File: src/design/tcce_pkg.sv
// Purpose: shared constants, types and helpers for the slot 16 signalling evaluator
// Assumes: one 100 MHz clock, 32-bit classic Wishbone register access
// Notes: register map is word aligned; narrow registers sit in the low bits

`default_nettype none

package tcce_pkg;

	////////////////////////////////////////////////////////////////////////////////
	// bus and register map
	localparam int WB_DATA_W = 32;
	localparam int WB_SEL_W = 4;
	localparam logic [7:0] CONFIG_OFFSET = 8'h00;
	localparam logic [7:0] STATUS_OFFSET = 8'h04;

	// configuration field positions
	localparam int CFG_WIDTH = 6;
	localparam int CFG_EVAL_ENABLE_POS = 5;
	localparam int CFG_PATH_SELECT_POS = 4;
	localparam int CFG_INVERT_POS = 3;
	localparam int CFG_BIT_SELECT_POS = 1;
	localparam int CFG_STATE_HOLD_POS = 0;
	localparam logic [5:0] CFG_RESET = 6'h12;

	// status field positions
	localparam int STAT_OCTET_POS = 0;
	localparam int STAT_FLAGS_POS = 8;
	localparam int STAT_SEEN_POS = 10;

	// held state after reset
	localparam logic [7:0] OCTET_RESET = 8'h00;
	localparam logic [1:0] FLAGS_RESET = 2'h3;

	// bit pair choice: signalling bit a, b, c or d
	typedef enum logic [1:0] {
		TCCE_PAIR_D = 2'h0,
		TCCE_PAIR_C = 2'h1,
		TCCE_PAIR_B = 2'h2,
		TCCE_PAIR_A = 2'h3
	} tcce_pair_e;

	typedef struct packed {
		logic eval_enable;
		logic path_select;
		logic polarity_invert;
		tcce_pair_e bit_select;
		logic state_hold;
	} tcce_config_s;

	typedef struct packed {
		logic hi;
		logic lo;
	} tcce_flags_s;

	// upper nibble bit serves the first slot, lower nibble bit the second
	function automatic tcce_flags_s tcce_pick_pair(input logic [7:0] octet, input tcce_pair_e sel);
		tcce_flags_s f;
		f.hi = octet[4 + 32'(sel)];
		f.lo = octet[32'(sel)];
		return f;
	endfunction

	// active flag marks an enabled slot; evaluation off leaves every slot enabled
	function automatic tcce_flags_s tcce_eval(input logic [7:0] octet, input tcce_config_s cfg);
		tcce_flags_s f;
		f = tcce_pick_pair(octet, cfg.bit_select);
		if (!cfg.eval_enable) begin
			f = FLAGS_RESET;
		end else if (cfg.polarity_invert) begin
			f = ~f;
		end
		return f;
	endfunction

endpackage

`default_nettype wire

File: src/design/tcce_top.sv
// Purpose: slot 16 signalling evaluator deriving echo slot enables
// Assumes: classic Wishbone slave, octets and strobe on the same clock
// Notes: one octet per frame yields flags for two slots
//
// Notes on behaviour
// - evaluation acts only while enable field set
// - path field picks send or receive octet
// - active flag bit marks enabled slot, polarity selectable
// - polarity toggle acts like incoming bit change
// - bit select picks pair d, c, b, a

`timescale 1ns/1ps
`default_nettype none

module tcce_top
	import tcce_pkg::*;
#(
	parameter int ADDR_W = 8
)
(
	// clock and reset
	input wire logic clock,
	input wire logic nrst,
	// wishbone slave
	input wire logic wb_cyc_i,
	input wire logic wb_stb_i,
	input wire logic wb_we_i,
	input wire logic [ADDR_W-1:0] wb_adr_i,
	input wire logic [WB_DATA_W-1:0] wb_dat_i,
	input wire logic [WB_SEL_W-1:0] wb_sel_i,
	output logic [WB_DATA_W-1:0] wb_dat_o,
	output logic wb_ack_o,
	// frame stream
	input wire logic slot16_strobe,
	input wire logic [7:0] send_octet,
	input wire logic [7:0] recv_octet,
	// slot enables
	output logic slot_enable_hi,
	output logic slot_enable_lo
);

	// the decoder reads address bits 7:2, so a narrower bus cannot be served
	if (ADDR_W < 8 || ADDR_W > 32) begin : g_addr_check
		$error("ADDR_W must lie between 8 and 32");
	end

	////////////////////////////////////////////////////////////////////////////////
	// register bus

	tcce_config_s cfg_reg, cfg_next;
	logic ack_reg, ack_next;
	logic [WB_DATA_W-1:0] dat_reg, dat_next;
	logic [7:0] octet_held;
	logic octet_seen;
	tcce_flags_s flags;
	logic req;
	logic [7:0] word_addr;

	function automatic logic hit(input logic [7:0] addr, input logic [7:0] offset);
		return addr == offset;
	endfunction

	assign req = wb_cyc_i && wb_stb_i;
	// upper address bits beyond the map are ignored; map aliases above 256 bytes
	assign word_addr = {wb_adr_i[7:2], 2'b00};

	// ack one cycle after the request; write commits at the edge ack is seen
	always_comb begin
		ack_next = req && !ack_reg;
		dat_next = dat_reg;
		cfg_next = cfg_reg;
		if (req && !ack_reg) begin
			dat_next = '0;
			if (hit(word_addr, CONFIG_OFFSET)) begin
				dat_next[CFG_WIDTH-1:0] = cfg_reg;
			end else if (hit(word_addr, STATUS_OFFSET)) begin
				dat_next[STAT_OCTET_POS +: 8] = octet_held;
				dat_next[STAT_FLAGS_POS +: 2] = flags;
				dat_next[STAT_SEEN_POS] = octet_seen;
			end
		end
		if (req && ack_reg && wb_we_i && wb_sel_i[0] && hit(word_addr, CONFIG_OFFSET)) begin
			cfg_next = tcce_config_s'(wb_dat_i[CFG_WIDTH-1:0]);
		end
	end

	always_ff @(posedge clock) begin
		if (!nrst) begin
			cfg_reg <= tcce_config_s'(CFG_RESET);
			ack_reg <= 1'b0;
			dat_reg <= '0;
		end else begin
			cfg_reg <= cfg_next;
			ack_reg <= ack_next;
			dat_reg <= dat_next;
		end
	end

	assign wb_ack_o = ack_reg;
	assign wb_dat_o = dat_reg;

	////////////////////////////////////////////////////////////////////////////////
	// datapath

	tcce_octet_latch u_latch (
		.clock(clock),
		.nrst(nrst),
		.slot16_strobe(slot16_strobe),
		.send_octet(send_octet),
		.recv_octet(recv_octet),
		.path_select(cfg_reg.path_select),
		.octet_held(octet_held),
		.octet_seen(octet_seen)
	);

	tcce_flag_eval u_eval (
		.clock(clock),
		.nrst(nrst),
		.octet_held(octet_held),
		.cfg(cfg_reg),
		.flags(flags)
	);

	assign slot_enable_hi = flags.hi;
	assign slot_enable_lo = flags.lo;

	////////////////////////////////////////////////////////////////////////////////
	// checks

	property p_ack_follows;
		@(posedge clock) disable iff (!nrst)
		req && !wb_ack_o |=> wb_ack_o;
	endproperty
	a_ack_follows: assert property (p_ack_follows) else $error("no ack after request");

	property p_ack_single;
		@(posedge clock) disable iff (!nrst)
		wb_ack_o |=> !wb_ack_o;
	endproperty
	a_ack_single: assert property (p_ack_single) else $error("ack held too long");

	property p_frame_to_flags;
		@(posedge clock) disable iff (!nrst)
		slot16_strobe && cfg_reg.eval_enable && $stable(cfg_reg) && !cfg_reg.polarity_invert
		&& cfg_reg.bit_select == TCCE_PAIR_C && cfg_reg.path_select
		##1 $stable(cfg_reg)
		|=> {slot_enable_hi, slot_enable_lo} == {$past(send_octet[5], 2), $past(send_octet[1], 2)};
	endproperty
	a_frame_to_flags: assert property (p_frame_to_flags) else $error("frame to flags wrong");

	property p_cfg_write;
		@(posedge clock) disable iff (!nrst)
		req && wb_ack_o && wb_we_i && wb_sel_i[0] && word_addr == CONFIG_OFFSET
		|=> cfg_reg == $past(wb_dat_i[CFG_WIDTH-1:0]);
	endproperty
	a_cfg_write: assert property (p_cfg_write) else $error("config write lost");

	// refused writes: status, unmapped words and lane 0 masked off
	property p_cfg_hold;
		@(posedge clock) disable iff (!nrst)
		!(req && wb_ack_o && wb_we_i && wb_sel_i[0] && word_addr == CONFIG_OFFSET)
		|=> $stable(cfg_reg);
	endproperty
	a_cfg_hold: assert property (p_cfg_hold) else $error("config changed without write");

	property p_ack_idle;
		@(posedge clock) disable iff (!nrst)
		!req |=> !wb_ack_o;
	endproperty
	a_ack_idle: assert property (p_ack_idle) else $error("ack without request");

	// read data is taken with ack, then held until the next request
	property p_read_config;
		@(posedge clock) disable iff (!nrst)
		req && !wb_ack_o && word_addr == CONFIG_OFFSET
		|=> wb_dat_o[CFG_WIDTH-1:0] == $past(cfg_reg)
		&& wb_dat_o[WB_DATA_W-1:CFG_WIDTH] == '0;
	endproperty
	a_read_config: assert property (p_read_config) else $error("config read wrong");

	property p_read_status;
		@(posedge clock) disable iff (!nrst)
		req && !wb_ack_o && word_addr == STATUS_OFFSET
		|=> wb_dat_o[STAT_OCTET_POS +: 8] == $past(octet_held)
		&& wb_dat_o[STAT_FLAGS_POS +: 2] == $past(flags)
		&& wb_dat_o[STAT_SEEN_POS] == $past(octet_seen)
		&& wb_dat_o[WB_DATA_W-1:STAT_SEEN_POS+1] == '0;
	endproperty
	a_read_status: assert property (p_read_status) else $error("status read wrong");

	property p_read_unmapped;
		@(posedge clock) disable iff (!nrst)
		req && !wb_ack_o && word_addr != CONFIG_OFFSET && word_addr != STATUS_OFFSET
		|=> wb_dat_o == '0;
	endproperty
	a_read_unmapped: assert property (p_read_unmapped) else $error("unmapped read not zero");

	property p_dat_hold;
		@(posedge clock) disable iff (!nrst)
		!(req && !wb_ack_o) |=> $stable(wb_dat_o);
	endproperty
	a_dat_hold: assert property (p_dat_hold) else $error("read data moved");

	// receive path with inverted pair b, the mirror of the send path check
	property p_frame_recv;
		@(posedge clock) disable iff (!nrst)
		slot16_strobe && cfg_reg.eval_enable && $stable(cfg_reg) && cfg_reg.polarity_invert
		&& cfg_reg.bit_select == TCCE_PAIR_B && !cfg_reg.path_select
		##1 $stable(cfg_reg)
		|=> {slot_enable_hi, slot_enable_lo} == ~{$past(recv_octet[6], 2), $past(recv_octet[2], 2)};
	endproperty
	a_frame_recv: assert property (p_frame_recv) else $error("receive frame flags wrong");

	// no octet and no config change for two cycles: enables must stand
	property p_flags_hold;
		@(posedge clock) disable iff (!nrst)
		!slot16_strobe ##1 !slot16_strobe && $stable(cfg_reg)
		|=> $stable({slot_enable_hi, slot_enable_lo});
	endproperty
	a_flags_hold: assert property (p_flags_hold) else $error("enables moved between octets");

	property p_seen_sticky;
		@(posedge clock) disable iff (!nrst)
		slot16_strobe || octet_seen |=> octet_seen;
	endproperty
	a_seen_sticky: assert property (p_seen_sticky) else $error("capture mark lost");

	c_send_frame: cover property (@(posedge clock) disable iff (!nrst)
		slot16_strobe && cfg_reg.path_select && cfg_reg.eval_enable);
	c_recv_frame: cover property (@(posedge clock) disable iff (!nrst)
		slot16_strobe && !cfg_reg.path_select && cfg_reg.eval_enable);
	c_disable: cover property (@(posedge clock) disable iff (!nrst)
		$fell(cfg_reg.eval_enable));

endmodule // tcce_top

`default_nettype wire

File: src/design/tcce_octet_latch.sv
// Purpose: takes the slot 16 octet from the chosen path and holds it
// Assumes: octets and strobe come from logic on the same clock
// Notes: nothing changes between strobes

`timescale 1ns/1ps
`default_nettype none

module tcce_octet_latch
	import tcce_pkg::*;
(
	// clock and reset
	input wire logic clock,
	input wire logic nrst,
	// stream side
	input wire logic slot16_strobe,
	input wire logic [7:0] send_octet,
	input wire logic [7:0] recv_octet,
	input wire logic path_select,
	// held result
	output logic [7:0] octet_held,
	output logic octet_seen
);

	logic [7:0] octet_reg, octet_next;
	logic seen_reg, seen_next;

	always_comb begin
		octet_next = octet_reg;
		seen_next = seen_reg;
		if (slot16_strobe) begin
			octet_next = path_select ? send_octet : recv_octet;
			seen_next = 1'b1;
		end
	end

	always_ff @(posedge clock) begin
		if (!nrst) begin
			octet_reg <= OCTET_RESET;
			seen_reg <= 1'b0;
		end else begin
			octet_reg <= octet_next;
			seen_reg <= seen_next;
		end
	end

	assign octet_held = octet_reg;
	assign octet_seen = seen_reg;

	////////////////////////////////////////////////////////////////////////////////
	// checks

	property p_hold_between;
		@(posedge clock) disable iff (!nrst)
		!slot16_strobe |=> $stable(octet_held);
	endproperty
	a_hold_between: assert property (p_hold_between) else $error("octet changed without strobe");

	property p_send_path;
		@(posedge clock) disable iff (!nrst)
		slot16_strobe && path_select |=> octet_held == $past(send_octet);
	endproperty
	a_send_path: assert property (p_send_path) else $error("send octet not taken");

	property p_recv_path;
		@(posedge clock) disable iff (!nrst)
		slot16_strobe && !path_select |=> octet_held == $past(recv_octet);
	endproperty
	a_recv_path: assert property (p_recv_path) else $error("receive octet not taken");

endmodule // tcce_octet_latch

`default_nettype wire

File: src/design/tcce_flag_eval.sv
// Purpose: turns the held octet into two slot enable flags
// Assumes: configuration is stable register state on the same clock
// Notes: flags follow both octet and configuration one cycle later

`timescale 1ns/1ps
`default_nettype none

module tcce_flag_eval
	import tcce_pkg::*;
(
	// clock and reset
	input wire logic clock,
	input wire logic nrst,
	// inputs
	input wire logic [7:0] octet_held,
	input wire tcce_config_s cfg,
	// flags
	output tcce_flags_s flags
);

	tcce_flags_s flags_reg, flags_next;

	// re-evaluated every cycle, so a polarity toggle acts like a flipped bit
	always_comb begin
		flags_next = tcce_eval(octet_held, cfg);
	end

	always_ff @(posedge clock) begin
		if (!nrst) begin
			flags_reg <= FLAGS_RESET;
		end else begin
			flags_reg <= flags_next;
		end
	end

	assign flags = flags_reg;

	////////////////////////////////////////////////////////////////////////////////
	// checks

	property p_disabled_all_on;
		@(posedge clock) disable iff (!nrst)
		!cfg.eval_enable |=> flags == FLAGS_RESET;
	endproperty
	a_disabled_all_on: assert property (p_disabled_all_on) else $error("flags moved while off");

	property p_pair_a_plain;
		@(posedge clock) disable iff (!nrst)
		cfg.eval_enable && !cfg.polarity_invert && cfg.bit_select == TCCE_PAIR_A
		|=> flags == {$past(octet_held[7]), $past(octet_held[3])};
	endproperty
	a_pair_a_plain: assert property (p_pair_a_plain) else $error("pair a plain wrong");

	property p_pair_d_inverted;
		@(posedge clock) disable iff (!nrst)
		cfg.eval_enable && cfg.polarity_invert && cfg.bit_select == TCCE_PAIR_D
		|=> flags == ~{$past(octet_held[4]), $past(octet_held[0])};
	endproperty
	a_pair_d_inverted: assert property (p_pair_d_inverted) else $error("pair d inverted wrong");

	property p_toggle_invert;
		@(posedge clock) disable iff (!nrst)
		cfg.eval_enable && $stable(cfg.eval_enable) && $changed(cfg.polarity_invert)
		&& $stable(cfg.bit_select) && $stable(octet_held)
		|=> flags == ~$past(flags);
	endproperty
	a_toggle_invert: assert property (p_toggle_invert) else $error("invert toggle missed");

	c_invert_toggle: cover property (@(posedge clock) disable iff (!nrst)
		cfg.eval_enable && $changed(cfg.polarity_invert));

endmodule // tcce_flag_eval

`default_nettype wire

File: config.mk
export PLATFORM = sky130hd
export DESIGN_NAME = tcce_top
export DESIGN_NICKNAME = d
export VERILOG_FILES = /design/src/design/tcce_pkg.sv /design/src/design/tcce_top.sv /design/src/design/tcce_octet_latch.sv /design/src/design/tcce_flag_eval.sv
export SDC_FILE = /design/constraint.sdc
export NUM_CORES = 1
export LEC_CHECK = 0
export BUFFER_PORTS_ARGS = -buffer_cell sky130_fd_sc_hd__buf_4
export CORE_MARGIN = 2
export CORE_UTILIZATION = 25
export DETAILED_ROUTE_END_ITERATION = 10
export PLACE_DENSITY = 0.54
export SLEW_MARGIN = 40
export SYNTH_ARGS = -nofsm -noshare
export SYNTH_HDL_FRONTEND = slang
export SYNTH_HIERARCHICAL = 1
export SYNTH_SLANG_ARGS = --single-unit
File: constraint.sdc
create_clock -name clock -period 1.7 [get_ports clock]
set_clock_uncertainty 0.2 [all_clocks]
set_input_delay 0.17 -clock clock [delete_from_list [all_inputs] [get_ports clock]]
set_output_delay 0.17 -clock clock [all_outputs]
set_load 0.02 [all_outputs]
# Word level (Yosys, flattened, before mapping)
# Index checks and enable logic that the tools add are counted.
dict set report classes {
  addsub 1
  magnitude_cmp 2
  eq_ne 1
  n_mux 9
  bitwise 1
  reduce_logical 9
}
# cell count
set op_table {}
lappend op_table {{less-than comparator 32 x 4 -> 1 bit (second input constant)} 1}
lappend op_table {{2-to-1 mux 11 bit} 1}
lappend op_table {{zero test 8 bit} 1}
lappend op_table {{2-to-1 mux 8 bit} 1}
lappend op_table {{== test 6 x 1 -> 1 bit (second input constant)} 1}
lappend op_table {{logical AND 1 bit} 6}
lappend op_table {{2-to-1 mux 6 bit} 1}
lappend op_table {{2-to-1 mux 5 bit} 1}
lappend op_table {{adder 3 x 2 -> 4 bit (first input constant)} 1}
lappend op_table {{less-than comparator 2 x 4 -> 1 bit (second input constant)} 1}
lappend op_table {{binary-select mux 1 bit (select 3 bit)} 1}
lappend op_table {{binary-select mux 1 bit (select 2 bit)} 1}
lappend op_table {{2-to-1 mux 1 bit} 2}
lappend op_table {{2-to-1 mux 2 bit} 1}
lappend op_table {{NOT 2 bit} 1}
lappend op_table {{AND reduction 2 bit} 1}
lappend op_table {{zero test 1 bit} 1}
dict set report totals {
  ff_bits 29
  in_bits 66
  out_inout_bits 35
  wordCells 34
}

# Longest topological paths before layout
dict set report depth {
  depth_word 5
  ltp_mapped 4
  depth_no_buf 3
}

# Modules after synthesis
# Netlist, hierarchy kept.
# mod instances cells_per_inst area_each_um2 seq_area_each_um2
set by_module_without_submodules {}
lappend by_module_without_submodules {tcce_top 1 112 960.9 360.3}
lappend by_module_without_submodules {tcce_octet_latch 1 36 370.4 180.2}
lappend by_module_without_submodules {tcce_flag_eval 1 8 112.6 40.0}

# Worst setup path before layout
# Ideal clock, no wire load.
dict set report synth_timing {
  path_type {reg2reg}
  from {register cfg_reg[1] (netlist name)}
  to {register u_eval.flags_reg (netlist bit u_eval/flags[0])}
  setup_ps 123
  arrival_time_ps 1110
  t_required_ps 1377
  path_slack_ps 267
  path_stages_with_launch 4
  path_buffers 0
  synth_period_minus_slack_ps 1433
  cell_sequence {dfxtp_1 > mux4_2 > xnor2_1 > nand3_1}
}
dict set report synth_between {
  elab_chain_cells 4
}
# item line_no
set synth_lines {}
lappend synth_lines {{start: declaration} tcce_top.sv:50} ;# tcce_config_s cfg_reg, cfg_next;
lappend synth_lines {{start signal: assignment} tcce_top.sv:89} ;# cfg_reg <= tcce_config_s'(CFG_RESET);
lappend synth_lines {{start signal: assignment} tcce_top.sv:93} ;# cfg_reg <= cfg_next;
lappend synth_lines {{binary-select mux 1 bit (select 2 bit) (*)} tcce_pkg.sv:59} ;# f.lo = octet[32'(sel)];
lappend synth_lines {{2-to-1 mux 1 bit (not written as such) (*)} tcce_pkg.sv:59}
lappend synth_lines {{NOT 2 bit} tcce_pkg.sv:70} ;# f = ~f;
lappend synth_lines {{2-to-1 mux 2 bit (*)} tcce_pkg.sv:69} ;# end else if (cfg.polarity_invert) begin
lappend synth_lines {{end signal: assignment} tcce_flag_eval.sv:32} ;# flags_reg <= flags_next;
lappend synth_lines {{end: declaration} tcce_flag_eval.sv:21} ;# tcce_flags_s flags_reg, flags_next;
# Mark *: on every way between the ends. The rest lies on a longest branch, timed or not. The select of a mux whose other input is x is not followed.
# A chain may end at the register's enable or synchronous reset.

# Worst setup path after layout
dict set report layout_timing {
  from {register cfg_reg[4] (netlist name)}
  to {register u_latch.octet_reg[3] (netlist: u_latch/octet_held[3])}
}
dict set report layout_between {
  elab_chain_cells 1
}
# item line_no
set layout_lines {}
lappend layout_lines {{2-to-1 mux 8 bit} tcce_octet_latch.sv:31} ;# octet_next = path_select ? send_octet : recv_octet;
lappend layout_lines {{end signal: assignment} tcce_octet_latch.sv:41} ;# octet_reg <= octet_next;
lappend layout_lines {{end: declaration} tcce_octet_latch.sv:24} ;# logic [7:0] octet_reg, octet_next;
# Every way passes these cells.

==> results.txt <==
CP Class - reg -> reg
Worst-Skew Late Latency - 0.28 ns
vias in the first global route - 1179
fmax - 619 MHz
min-delay src - send_octet[0]
EDFF count, synth - 0
DR vias/cell - 4.34
Final Instance Area - 2100 µm²
Final Hold Vio Count - 0
Final #Nets - 294
CP endpoint kind - flip-flop
setup slack, reg-to-reg - 0.09 ns
crit start category - flip-flop
ant diodes - 0
wire per inst - 11.7 µm
DIE HEIGHT - 80.0 µm
maximum clock path buffer count - 2
share of the synthesized area in the top cell type - 0.402
Peak VDD IR - 0.000277 V
ratio of cells with drive above 1 in the final layout - 0.279
hpwl dp - 2.44 mm
I/O Buffers - 48
I/O Pins - 101
leakage - 0.000921 µW
clock sinks - 29
antenna-violating nets left - 0
final slew viol count - 0
Syn Std Cell Area - 1440 µm²
Post-CTS Setup Repair Bufs - 0
# H-tree levels - 2
period utilization - 0.950
Synth top cells by count - dfxtp_1, buf_4, a21oi_1, mux2i_1
routed via count - 1305
Max FO, Critical Path - 10
max FFs per register - 11
CTS Buf Count - 5
clk slew on worst S/H paths - 0.06 ns
dpl ws - 0.178 ns
RR Endpoint - u_latch/octet_held[3]
min cycle time layout - 1.61 ns
Crit Reg-Reg Startpoint - cfg_reg[4]
# fillers - 571
Overall Global Routing Usage - 0.115
async set-or-reset flop fraction in the synthesized netlist - 0
Post-route DRC - 0
synthesized flop and latch total - 29
pwr dens - 723 nW/µm²
Max Cap Viol - 0
final wirelength - 3.53 mm
dominant synthesized flop cell - dfxtp_1
Hold Path Sink - u_latch/octet_held[0]
yosys warns - 6
R2R cell count - 4
Starting Density - 0.261
HP Class - in -> reg
sequential share of the synthesized area - 0.402
setup TNS - 0 ns
total grt overflow - 0
area delta synth->final - 45.4%
Die ar. - 6400 µm²
crit-path max cell delay - 0.56 ns
post-layout util - 0.379
CTS tree - built
FP Rows - 27
worst setup margin - 0.0851 ns
placed insts - 271
top cells by area, synth - dfxtp_1, buf_4, mux2i_1
Avg Cell Area, Syn - 9.26 µm²
Synth area leader - dfxtp_1
Cell variety after synth - 24
Root Driver - clkbuf_8
Die W - 80.0 µm
Core ar. - 5540 µm²
status - completed
most frequent cell after synthesis - dfxtp_1
Cell Chain, Critical Path - buf_6 -> mux2i_1 -> dlygate4sd3_1 -> a21oi_1
iteration count of the initial detailed-routing pass - 4
RSZ-0062 raised after global routing - false
Slowest-stage cell, CP - dlygate4sd3_1
Synth Instances - 156
largest net degree at the start of global routing - 36
Placed Area - 1790 µm²
CP required - 1.67 ns
Hold Path Cell Cnt - 3
setup violators final - 0
CP arrival - 1.58 ns
first-pass GRT wire length - 5.70 mm
Final Non-Filler Cells - 301
GP Congestion - 0.717
initial antenna violation count - 0
DRT iter0 DRCs - 88
[cells by family (layout without fill, tap and decap cells)]
kind of cell	after synthesis	count (layout)	synth area share
xor+xnor	2	2	0.0121
buf+inv	30	83	0.148
other cells	1	21	0.00260
compound gates	40	40	0.157
mux	16	16	0.128
flops	29	29	0.402
simple gates	38	38	0.150
[critical path: cells and delay by family, from the launching register on]
family	cells	cell delay, ns
buffers and inverters	2	0.72
muxes	1	0.19
AOI/OAI and AO/OA	1	0.06
DFF	1	0.32
[where the power goes]
| group | internal, µW | leakage [µW] | switching (µW) |
|---|---|---|---|
| sequential | 705 | 0.000237 | 17.9 |
| clock | 282 | 0.0000450 | 248 |
| combinational | 131 | 0.000639 | 132 |
| total | 1120 | 0.000921 | 398 |
[area by class of cell]
| cell class | instances | area [µm²] | share of cell area |
|---|---|---|---|
| Timing Repair Buffer | 75 | 622 | 0.296 |
| Clock inverter | 2 | 10.0 | 0.00477 |
| Clock buffer | 6 | 72.6 | 0.0346 |
| Tap cell | 72 | 90.1 | 0.0429 |
| Multi-Input combinational cell | 117 | 724 | 0.345 |
| Sequential cell | 29 | 581 | 0.277 |
[layout by cell type, fill, tap and decap left out, types with 6 or more instances in the layout]
cell type / synthesis / final
buf_4: 23 / 52
dfxtp_1: 29 / 29
dlygate4sd3_1: 0 / 22
conb_1: 1 / 21
a21oi_1: 14 / 14
mux2i_1: 14 / 14
nand2_1: 13 / 13
o21ai_0: 13 / 13
nand3_1: 8 / 8
a31oi_1: 6 / 6
[metal layers]
layer  vias to the layer above  track usage  routed length (µm)
met4                         0       0.0356                  44
li1                        660            -                   -
met2                        48        0.179                1670
met1                       591        0.143                1490
met3                         6       0.0509                 329
met5                         -            0                   0
[timing repair]
item | in CTS | in global routing
hold endpoints to repair | 14 | 1
hold buffers | 21 | 1
gates resized for setup | 0 | 1
setup endpoints to repair | 0 | 5
[worst max path at each step]
stage                    start                    end  cells after the start
finish              cfg_reg[4]  u_latch/octet_held[3]                      4
global route        cfg_reg[4]  u_latch/octet_held[2]                      4
CTS                 cfg_reg[4]  u_latch/octet_held[5]                      4
detailed placement  cfg_reg[1]        u_eval/flags[1]                      3
global placement    cfg_reg[1]        u_eval/flags[1]                      3
floorplan           cfg_reg[1]        u_eval/flags[0]                      3
[metrics by stage]
step | total power [µW] | hold slack (ns)
5_1_grt | 1600 | 0.0209
4_1_cts | 1540 | 0.00199
3_5_place_dp | 962 | 0.215
6_report | 1520 | 0.00662
3_3_place_gp | 961 | 0.215
2_1_floorplan | 894 | 0.0542
(Power assumes the default switching activity.)
